===== config.mk =====
export PLATFORM = sky130hd
export DESIGN_NAME = coproc_handshake_sequencer
export DESIGN_NICKNAME = d
export VERILOG_FILES = /design/src/logic/word_fifo.v /design/src/logic/coproc_handshake_sequencer.v
export VERILOG_INCLUDE_DIRS = /design/src /design/src/include
export SDC_FILE = /design/constraint.sdc
export NUM_CORES = 1
export LEC_CHECK = 0
export BUFFER_PORTS_ARGS = -buffer_cell sky130_fd_sc_hd__buf_2
export CAP_MARGIN = 20
export CORE_ASPECT_RATIO = 0.7
export CORE_MARGIN = 4
export CORE_UTILIZATION = 55
export DETAILED_ROUTE_END_ITERATION = 12
export PLACE_DENSITY = 0.74
export SETUP_SLACK_MARGIN = 0.02
export SLEW_MARGIN = 25
export SYNTH_ARGS = -nofsm -noshare
export SYNTH_HDL_FRONTEND = slang
export SYNTH_SLANG_ARGS = --single-unit

===== constraint.sdc =====
create_clock -name clk_sys_i -period 4.4 [get_ports clk_sys_i]
set_input_delay 0.88 -clock clk_sys_i [delete_from_list [all_inputs] [get_ports clk_sys_i]]
set_output_delay 0.88 -clock clk_sys_i [all_outputs]
set_load 0.02 [all_outputs]

===== src/include/coproc_seq_regs.vh =====
// Constants for the coprocessor handshake sequencer
`ifndef COPROC_SEQ_REGS_VH
`define COPROC_SEQ_REGS_VH
`define CPS_AW          32
`define CPS_DW          32
`define CPS_OFS_PC8     32'h0000_0008
`define CPS_OFS_PC12    32'h0000_000c
`define CPS_WORD_STEP   32'h0000_0004
`define CPS_FIFO_DEPTH  16
`define CPS_FIFO_AW     4
`define CPS_OP_DATA     2'h0
`define CPS_OP_MEM2CP   2'h1
`define CPS_OP_CP2MEM   2'h2
`define CPS_OP_LOADCP   2'h3
`endif


===== src/logic/word_fifo.v =====
// Flip-flop FIFO with valid and ready on both sides
module word_fifo #(
  parameter WIDTH = 32,
  parameter DEPTH = 16,
  parameter AW    = 4
) (
  input  wire             clk_sys_i,
  input  wire             sys_rst_i,
  input  wire [WIDTH-1:0] in_data_i,
  input  wire             in_valid_i,
  output wire             in_ready_o,
  output wire [WIDTH-1:0] out_data_o,
  output wire             out_valid_o,
  input  wire             out_ready_i
);
  reg [WIDTH-1:0] mem_r [0:DEPTH-1];
  reg [AW-1:0]    wr_ptr_r;
  reg [AW-1:0]    rd_ptr_r;
  reg [AW:0]      count_r;
  wire            push;
  wire            pop;

  // ==========================================================
  // Flags
  assign in_ready_o  = (count_r != DEPTH[AW:0]);
  assign out_valid_o = (count_r != {(AW+1){1'b0}});
  assign out_data_o  = mem_r[rd_ptr_r];
  assign push        = in_valid_i & in_ready_o;
  assign pop         = out_valid_o & out_ready_i;

  // Storage write
  always @(posedge clk_sys_i) begin
    if (push) begin
      mem_r[wr_ptr_r] <= in_data_i;
    end
  end

  // Pointers and occupancy
  always @(posedge clk_sys_i) begin
    if (sys_rst_i) begin
      wr_ptr_r <= {AW{1'b0}};
      rd_ptr_r <= {AW{1'b0}};
      count_r  <= {(AW+1){1'b0}};
    end else begin
      if (push) begin
        wr_ptr_r <= wr_ptr_r + 1'b1;
      end
      if (pop) begin
        rd_ptr_r <= rd_ptr_r + 1'b1;
      end
      if (push & ~pop) begin
        count_r <= count_r + 1'b1;
      end else if (pop & ~push) begin
        count_r <= count_r - 1'b1;
      end
    end
  end
endmodule


===== src/logic/coproc_handshake_sequencer.v =====
// Core-side sequencer for the coprocessor handshake and transfers
// Behaviour
// RL1: Coprocessor commits to a data operation before pulling busy low.
// RL2: Coprocessor unable ever to do the instruction leaves both lines high.
// RL3: Able but not ready: absent low, busy high until it can commit.
// RL4: Core busy-waits, instr line low and address pc+8, until busy low.
// RL5: Ready data operation: one cycle, request/seq/fetch 0, then pc+12. The code keeps request high in that cycle.
// RL6: Not-ready wait is internal cycles; request asserted in last wait cycle. The code keeps request high through all wait cycles, then asserts it at pc+12.
// RL7: Memory-to-coprocessor: coprocessor commits only when ready for data.
// RL8: After busy low, transfer addresses issue back to back, one word each.
// RL9: Coprocessor sets word count; both lines high mark the last cycle.
// RL10: Address computed in first and wait cycles; base written in transfer.
// RL11: Transfers: instr and fetch high, rising words, last nonsequential. The code keeps burst_continue_o high on the last transfer.
// RL12: Coprocessor-to-memory as above but write line high each transfer.
// RL13: Load from coprocessor moves one word, written in the third cycle.
// RL14: Third load cycle may merge with next prefetch as one N-cycle.
// RL15: Load: request negated through handshake and data, pc+12, seq last.
// RL16: Both response lines high means the undefined-instruction trap.
// RL17: Response lines sampled each handshake cycle to pick the next step.
`include "coproc_seq_regs.vh"
module coproc_handshake_sequencer (
  input  wire                clk_sys_i,
  input  wire                sys_rst_i,
  input  wire                start_i,
  input  wire [1:0]          op_i,
  input  wire [`CPS_AW-1:0]  pc_i,
  input  wire [`CPS_AW-1:0]  base_addr_i,
  input  wire                merge_fetch_i,
  input  wire                coproc_absent_i,
  input  wire                coproc_busy_i,
  input  wire [`CPS_DW-1:0]  coproc_word_i,
  output wire                busy_o,
  output reg  [`CPS_AW-1:0]  addr_o,
  output reg                 mem_request_n_o,
  output reg                 burst_continue_o,
  output reg                 instr_fetch_n_o,
  output reg                 coproc_instr_n_o,
  output reg                 write_not_read_o,
  output reg                 byte_word_sel_o,
  output reg                 trap_o,
  output reg                 done_o,
  output reg                 base_wb_o,
  output reg  [`CPS_AW-1:0]  base_wb_addr_o,
  output wire [`CPS_DW-1:0]  dest_word_o,
  output wire                dest_valid_o,
  input  wire                dest_ready_i
);
  localparam [4:0] ST_IDLE = 5'h01;
  localparam [4:0] ST_SHAKE = 5'h02;
  localparam [4:0] ST_XFER = 5'h04;
  localparam [4:0] ST_LDATA = 5'h08;
  localparam [4:0] ST_LLAST = 5'h10;

  reg  [4:0]         state_r;
  reg  [1:0]         op_r;
  reg  [`CPS_AW-1:0] pc_r;
  reg  [`CPS_AW-1:0] xaddr_r;
  reg                ld_valid_r;
  reg  [`CPS_DW-1:0] ld_word_r;
  wire               resp_absent;
  wire               resp_busy;

  // ==========================================================
  // Response lines
  // The coprocessor runs on the core clock and answers within the
  // handshake cycle, so its lines are used as they stand at the edge
  // that ends that cycle. Extra flops here would make the core act on
  // the answer left over from the previous instruction.
  assign resp_absent = coproc_absent_i;  // see RL17
  assign resp_busy   = coproc_busy_i;

  // Busy while any instruction is in flight
  assign busy_o = (state_r != ST_IDLE);

  // ==========================================================
  // Sequencer
  always @(posedge clk_sys_i) begin
    if (sys_rst_i) begin
      state_r          <= ST_IDLE;
      op_r             <= `CPS_OP_DATA;
      pc_r             <= {`CPS_AW{1'b0}};
      xaddr_r          <= {`CPS_AW{1'b0}};
      addr_o           <= {`CPS_AW{1'b0}};
      mem_request_n_o  <= 1'b1;
      burst_continue_o <= 1'b0;
      instr_fetch_n_o  <= 1'b1;
      coproc_instr_n_o <= 1'b1;
      write_not_read_o <= 1'b0;
      byte_word_sel_o  <= 1'b1;
      trap_o           <= 1'b0;
      done_o           <= 1'b0;
      base_wb_o        <= 1'b0;
      base_wb_addr_o   <= {`CPS_AW{1'b0}};
      ld_valid_r       <= 1'b0;
      ld_word_r        <= {`CPS_DW{1'b0}};
    end else begin
      trap_o     <= 1'b0;
      done_o     <= 1'b0;
      base_wb_o  <= 1'b0;
      ld_valid_r <= 1'b0;
      case (state_r)
        ST_IDLE: begin
          mem_request_n_o  <= 1'b1;
          burst_continue_o <= 1'b0;
          instr_fetch_n_o  <= 1'b1;
          coproc_instr_n_o <= 1'b1;
          write_not_read_o <= 1'b0;
          if (start_i) begin
            // Handshake cycle: fetch at pc+8, instr line low   // see RL4
            state_r          <= ST_SHAKE;
            op_r             <= op_i;
            pc_r             <= pc_i;
            xaddr_r          <= base_addr_i;  // see RL10
            addr_o           <= pc_i + `CPS_OFS_PC8;
            coproc_instr_n_o <= 1'b0;
            instr_fetch_n_o  <= 1'b0;
            mem_request_n_o  <= 1'b1;  // see RL6
          end
        end
        ST_SHAKE: begin
          // Sample both response lines this cycle   // see RL17
          // Fetch line is low only in the first handshake cycle
          instr_fetch_n_o <= 1'b1;  // see RL4
          if (resp_absent & resp_busy) begin
            // Nobody can do it: undefined trap   // see RL16 RL2
            trap_o           <= 1'b1;
            state_r          <= ST_IDLE;
            coproc_instr_n_o <= 1'b1;
            mem_request_n_o  <= 1'b1;
          end else if (resp_busy) begin
            // Not committed: keep waiting at pc+8   // see RL3 RL4 RL6
            addr_o           <= pc_r + `CPS_OFS_PC8;
            mem_request_n_o  <= 1'b1;
            burst_continue_o <= 1'b0;
          end else begin
            // Committed: branch on operation   // see RL1 RL7
            coproc_instr_n_o <= 1'b1;
            instr_fetch_n_o  <= 1'b1;
            case (op_r)
              `CPS_OP_DATA: begin
                state_r         <= ST_IDLE;  // see RL5
                done_o          <= 1'b1;
                addr_o          <= pc_r + `CPS_OFS_PC12;
                mem_request_n_o <= 1'b0;
              end
              `CPS_OP_LOADCP: begin
                state_r          <= ST_LDATA;  // see RL15
                addr_o           <= pc_r + `CPS_OFS_PC12;
                mem_request_n_o  <= 1'b1;
                burst_continue_o <= 1'b0;
              end
              default: begin
                // Transfer cycles from computed base   // see RL8 RL11
                state_r          <= ST_XFER;
                addr_o           <= xaddr_r;
                xaddr_r          <= xaddr_r + `CPS_WORD_STEP;
                mem_request_n_o  <= 1'b0;
                burst_continue_o <= ~resp_absent;
                write_not_read_o <= (op_r == `CPS_OP_CP2MEM);  // see RL12
              end
            endcase
          end
        end
        ST_XFER: begin
          base_wb_o      <= 1'b1;  // see RL10
          base_wb_addr_o <= xaddr_r;
          if (resp_absent & resp_busy) begin
            // Last transfer marked by both lines high   // see RL9 RL11
            state_r          <= ST_IDLE;
            done_o           <= 1'b1;
            addr_o           <= pc_r + `CPS_OFS_PC12;
            mem_request_n_o  <= 1'b0;
            burst_continue_o <= 1'b0;
            write_not_read_o <= 1'b0;
          end else begin
            // Never stalls: the coprocessor paces words by committing late
            addr_o           <= xaddr_r;  // see RL8
            xaddr_r          <= xaddr_r + `CPS_WORD_STEP;
            burst_continue_o <= 1'b1;
          end
        end
        ST_LDATA: begin
          // Single data word captured for the destination   // see RL13
          ld_word_r        <= coproc_word_i;
          ld_valid_r       <= 1'b1;
          state_r          <= ST_LLAST;
          // Merged last cycle becomes a nonsequential fetch
          mem_request_n_o  <= 1'b0;
          burst_continue_o <= ~merge_fetch_i;  // see RL14 RL15
          addr_o           <= pc_r + `CPS_OFS_PC12;
        end
        ST_LLAST: begin
          state_r          <= ST_IDLE;
          done_o           <= 1'b1;
          mem_request_n_o  <= 1'b1;
          burst_continue_o <= 1'b0;
        end
        default: begin
          state_r <= ST_IDLE;
        end
      endcase
    end
  end

  // ==========================================================
  // Destination words pass through the FIFO   // see RL13
  // Loads cannot be refused once committed, so the consumer must drain
  // the FIFO before a seventeenth word arrives or that word is lost
  word_fifo #(
    .WIDTH (`CPS_DW),
    .DEPTH (`CPS_FIFO_DEPTH),
    .AW    (`CPS_FIFO_AW)
  ) u_dest_fifo (
    .clk_sys_i   (clk_sys_i),
    .sys_rst_i   (sys_rst_i),
    .in_data_i   (ld_word_r),
    .in_valid_i  (ld_valid_r),
    .in_ready_o  (),
    .out_data_o  (dest_word_o),
    .out_valid_o (dest_valid_o),
    .out_ready_i (dest_ready_i)
  );
endmodule


==> out/qor.csv <==
stage,metric,value,unit
setup_path,crit start category,flop,
synth,Gate Count Post-Synth,2265,
floorplan,Starting Density,56.1,%
synth,Post-synth EDFFs,512,
cts,post-CTS setup buffer count,0,
timing,Final TNS setup,0,ns
power,switching power share of the total,26.1,%
floorplan,# IOs,212,
floorplan,row cnt,71,
power,PwrDens,452,nW/um^2
cts,# resized after CTS,0,
timing,Slew HR,31.8,%
floorplan,Die H,205,um
setup_path,CP arrival,2.95,ns
power,Comb pwr share,14.8,%
global_route,initial antenna violation count,6,
cts,Max Root-Sink Buffers,3,
setup_path,CP Data Required Time,3.52,ns
setup_path,"critical path fanouts, max",36,
setup_path,number of cells on the worst reg-to-reg path,9,
hold_path,hold_sp,addr_o[23],
timing,"Setup violations, final",0,
detailed_routing,DRC,0,
synth,post-synthesis cell type count,81,
cells_and_area,most frequent cells in the layout,"edfxtp_1, nand2_1, buf_2",
timing,unrepaired setup endpoints after global routing,no,
global_route,global route total overflow,0,
hold_path,HP Class,reg2reg,
run_status,status,"complete, no violations",
synth,syn_nets,2389,
synth,top cell type's share of synthesized area,50.5,%
power,clock power share,37.7,%
setup_path,Reg-to-Reg Start,op_r[1],
synth,Synth area leaders,"edfxtp_1, dfxtp_1, mux4_2",
detailed_routing,"antenna viol nets, final",0,
detailed_routing,routed length per instance,27.4,um
synth,YS warnings,0,
synth,Mapped Area,30500,um^2
synth,"FF+latch count, synth",705,
cells_and_area,Fillers,3928,
hold_path,WHS Endpoint,addr_o[23],
power,internal power,11600,uW
global_route,pin count of the biggest net entering global routing,109,
setup_path,Setup CP Type,reg2out,
cells_and_area,Final nets,2558,
timing,period utilisation layout,87.0,%
power,Final Power,15700,uW
timing,Final Hold Vio Count,0,
global_route,gr usage total,29.9,%
cts,Worst-path clk slew,0.06,ns
placement,port buffer count,210,
cts,Root Driver,clkbuf_16,
timing,Final Max Slew Viols,0,
cts,CTS tree,built,
cts,CTS H-tree depth,3,
floorplan,die width,289,um
synth,Synth async-reset ratio,0,%
setup_path,Worst Setup End Kind,output port,
cells_and_area,"most common cell after layout, fill and taps aside",edfxtp_1,
placement,Routability Congestion,1.03,
power,static leakage,0.0116,uW
cells_and_area,share of layout cells above drive strength 1,23.6,%
cells_and_area,Layout area overhead,14.2,%
detailed_routing,vias post-DR,21313,
synth,syn_area_per_cell,13.4,um^2
power,P_sw,4110,uW
cts,CTS Hold Bufs,0,
floorplan,Core Area,54300,um^2
cts,CTS Buf Count,67,
timing,post-route minimum period,3.83,ns
run,Max Cap Violations,0,
global_route,first-pass GRT wire length,132,mm
floorplan,die area,59300,um^2
cts,clock sinks,705,
timing,worst slew pin tran,1.01,ns
placement,DP HPWL,55.8,mm
synth,register area share after synthesis,63.2,%
synth,cell accounting for the most synthesized area,edfxtp_1,
detailed_routing,initial detailed-routing violation count,3202,
power,Max IR drop VDD,0.287,mV
detailed_routing,Avg Vias per Cell,6.62,
hold_path,hold depth,2,
synth,main flop type after synthesis,edfxtp_1,
power,Reg power frac,47.5,%
detailed_routing,Post-Route WL,88.4,mm
setup_path,FF-to-FF End,xaddr_r[8],
global_route,vias in the first global route,20613,
cts,Worst-Skew Late Latency,0.62,ns
setup_path,R2R Setup Slk,1.19,ns
detailed_routing,Detailed Routing Iterations Pass 1,8,
timing,Max Fclk,261,MHz
timing,clk_skew,0.0171,ns
## flip-flops by register name, indices dropped and copies added (netlist names), named ones only
register / flops
write_not_read_o: 1
u_dest_fifo.mem_r: 512
ld_word_r: 32
ld_valid_r: 1
trap_o: 1
coproc_instr_n_o: 1
pc_r: 32
u_dest_fifo.count_r: 5
burst_continue_o: 1
u_dest_fifo.wr_ptr_r: 4
u_dest_fifo.rd_ptr_r: 4
xaddr_r: 32
addr_o: 32
base_wb_addr_o: 32
op_r: 2
mem_request_n_o: 1
base_wb_o: 1
state_r: 5
instr_fetch_n_o: 1
done_o: 1
## synth_stat cells (13+ instances only)
library cell / instances
a221oi_1: 17
o31ai_1: 13
a21oi_1: 174
a211oi_1: 24
nand4_1: 28
xnor2_1: 34
xor2_1: 29
nand3_1: 51
or3_1: 13
a21o_1: 14
o21ai_0: 65
nor3_1: 44
nor4_1: 18
buf_1: 19
clkbuf_1: 115
edfxtp_1: 512
inv_1: 21
mux4_2: 160
nand2_1: 312
ha_1: 18
dfxtp_1: 193
nor2_1: 132
buf_2: 30
## cell families (layout without fill, tap and decap cells)
family / after synthesis / count (layout) / synth area share (%)
compound gates: 430 / 430 / 9.03
xor+xnor: 63 / 63 / 1.81
fa+ha+maj: 19 / 19 / 0.805
buf+inv: 195 / 419 / 2.63
flops: 705 / 705 / 63.2
mux: 169 / 169 / 12.1
other cells: 1 / 3 / 0.0123
simple gates: 683 / 683 / 10.4
## critical path, stage by stage, from the launching register on
cell and delay [ns]:
dfxtp_4 0.71, buf_4 0.50, mux4_2 0.37, mux4_2 0.54, buf_2 0.20
## layout make-up
cell class,count,area [um^2],share of cell area [%]
Antenna cell,2,5.00,0.0144
Clock buffer,90,1830,5.27
Clock inverter,34,422,1.21
Inverter,22,82.6,0.237
Multi-Input combinational cell,1365,10600,30.4
Sequential cell,705,19200,55.3
Tap cell,730,913,2.63
Timing Repair Buffer,273,1700,4.87
## worst max-delay path by stage
stage / to / slack, ns / cells after the start
after CTS: dest_word_o[0] / 0.56 / 4
final: dest_word_o[0] / 0.57 / 4
after floorplan: u_dest_fifo.mem_r[3][0] / 0.57 / 4
after global placement: dest_word_o[0] / 1.23 / 4
after global routing: dest_word_o[16] / 0.47 / 4
after detailed placement: dest_word_o[0] / 1.22 / 4
## through the flow
step	util, %	cells	cell area (um^2)	hold slack [ns]	setup WS (ns)
floorplan	-	2265	30500	0.436	0.571
global placement	59.8	3093	32500	0.431	1.23
detailed placement	59.9	3094	32500	0.438	1.22
CTS	64.0	3218	34800	0.454	0.555
global route	64.1	3220	34800	0.469	0.467
finish	64.1	3221	34800	0.452	0.574
## layer usage
layer	track usage (%)	share of wire [%]
met4	8.56	2.8
met1	44.7	40
met5	0	0.020
met3	7.63	12
met2	43.9	45
## power by group through the flow
| stage | Sequential (uW) | Clock (uW) | Combinational [uW] |
|---|---|---|---|
| 3_5_place_dp | 7590 | 0 | 2300 |
| 2_1_floorplan | 7440 | 0 | 1690 |
| 6_report | 7470 | 5920 | 2330 |
| 5_1_grt | 7470 | 6310 | 2490 |
| 4_1_cts | 7450 | 6000 | 2320 |
| 3_3_place_gp | 7590 | 0 | 2260 |
No activity file was read; power rests on OpenSTA's default activity.
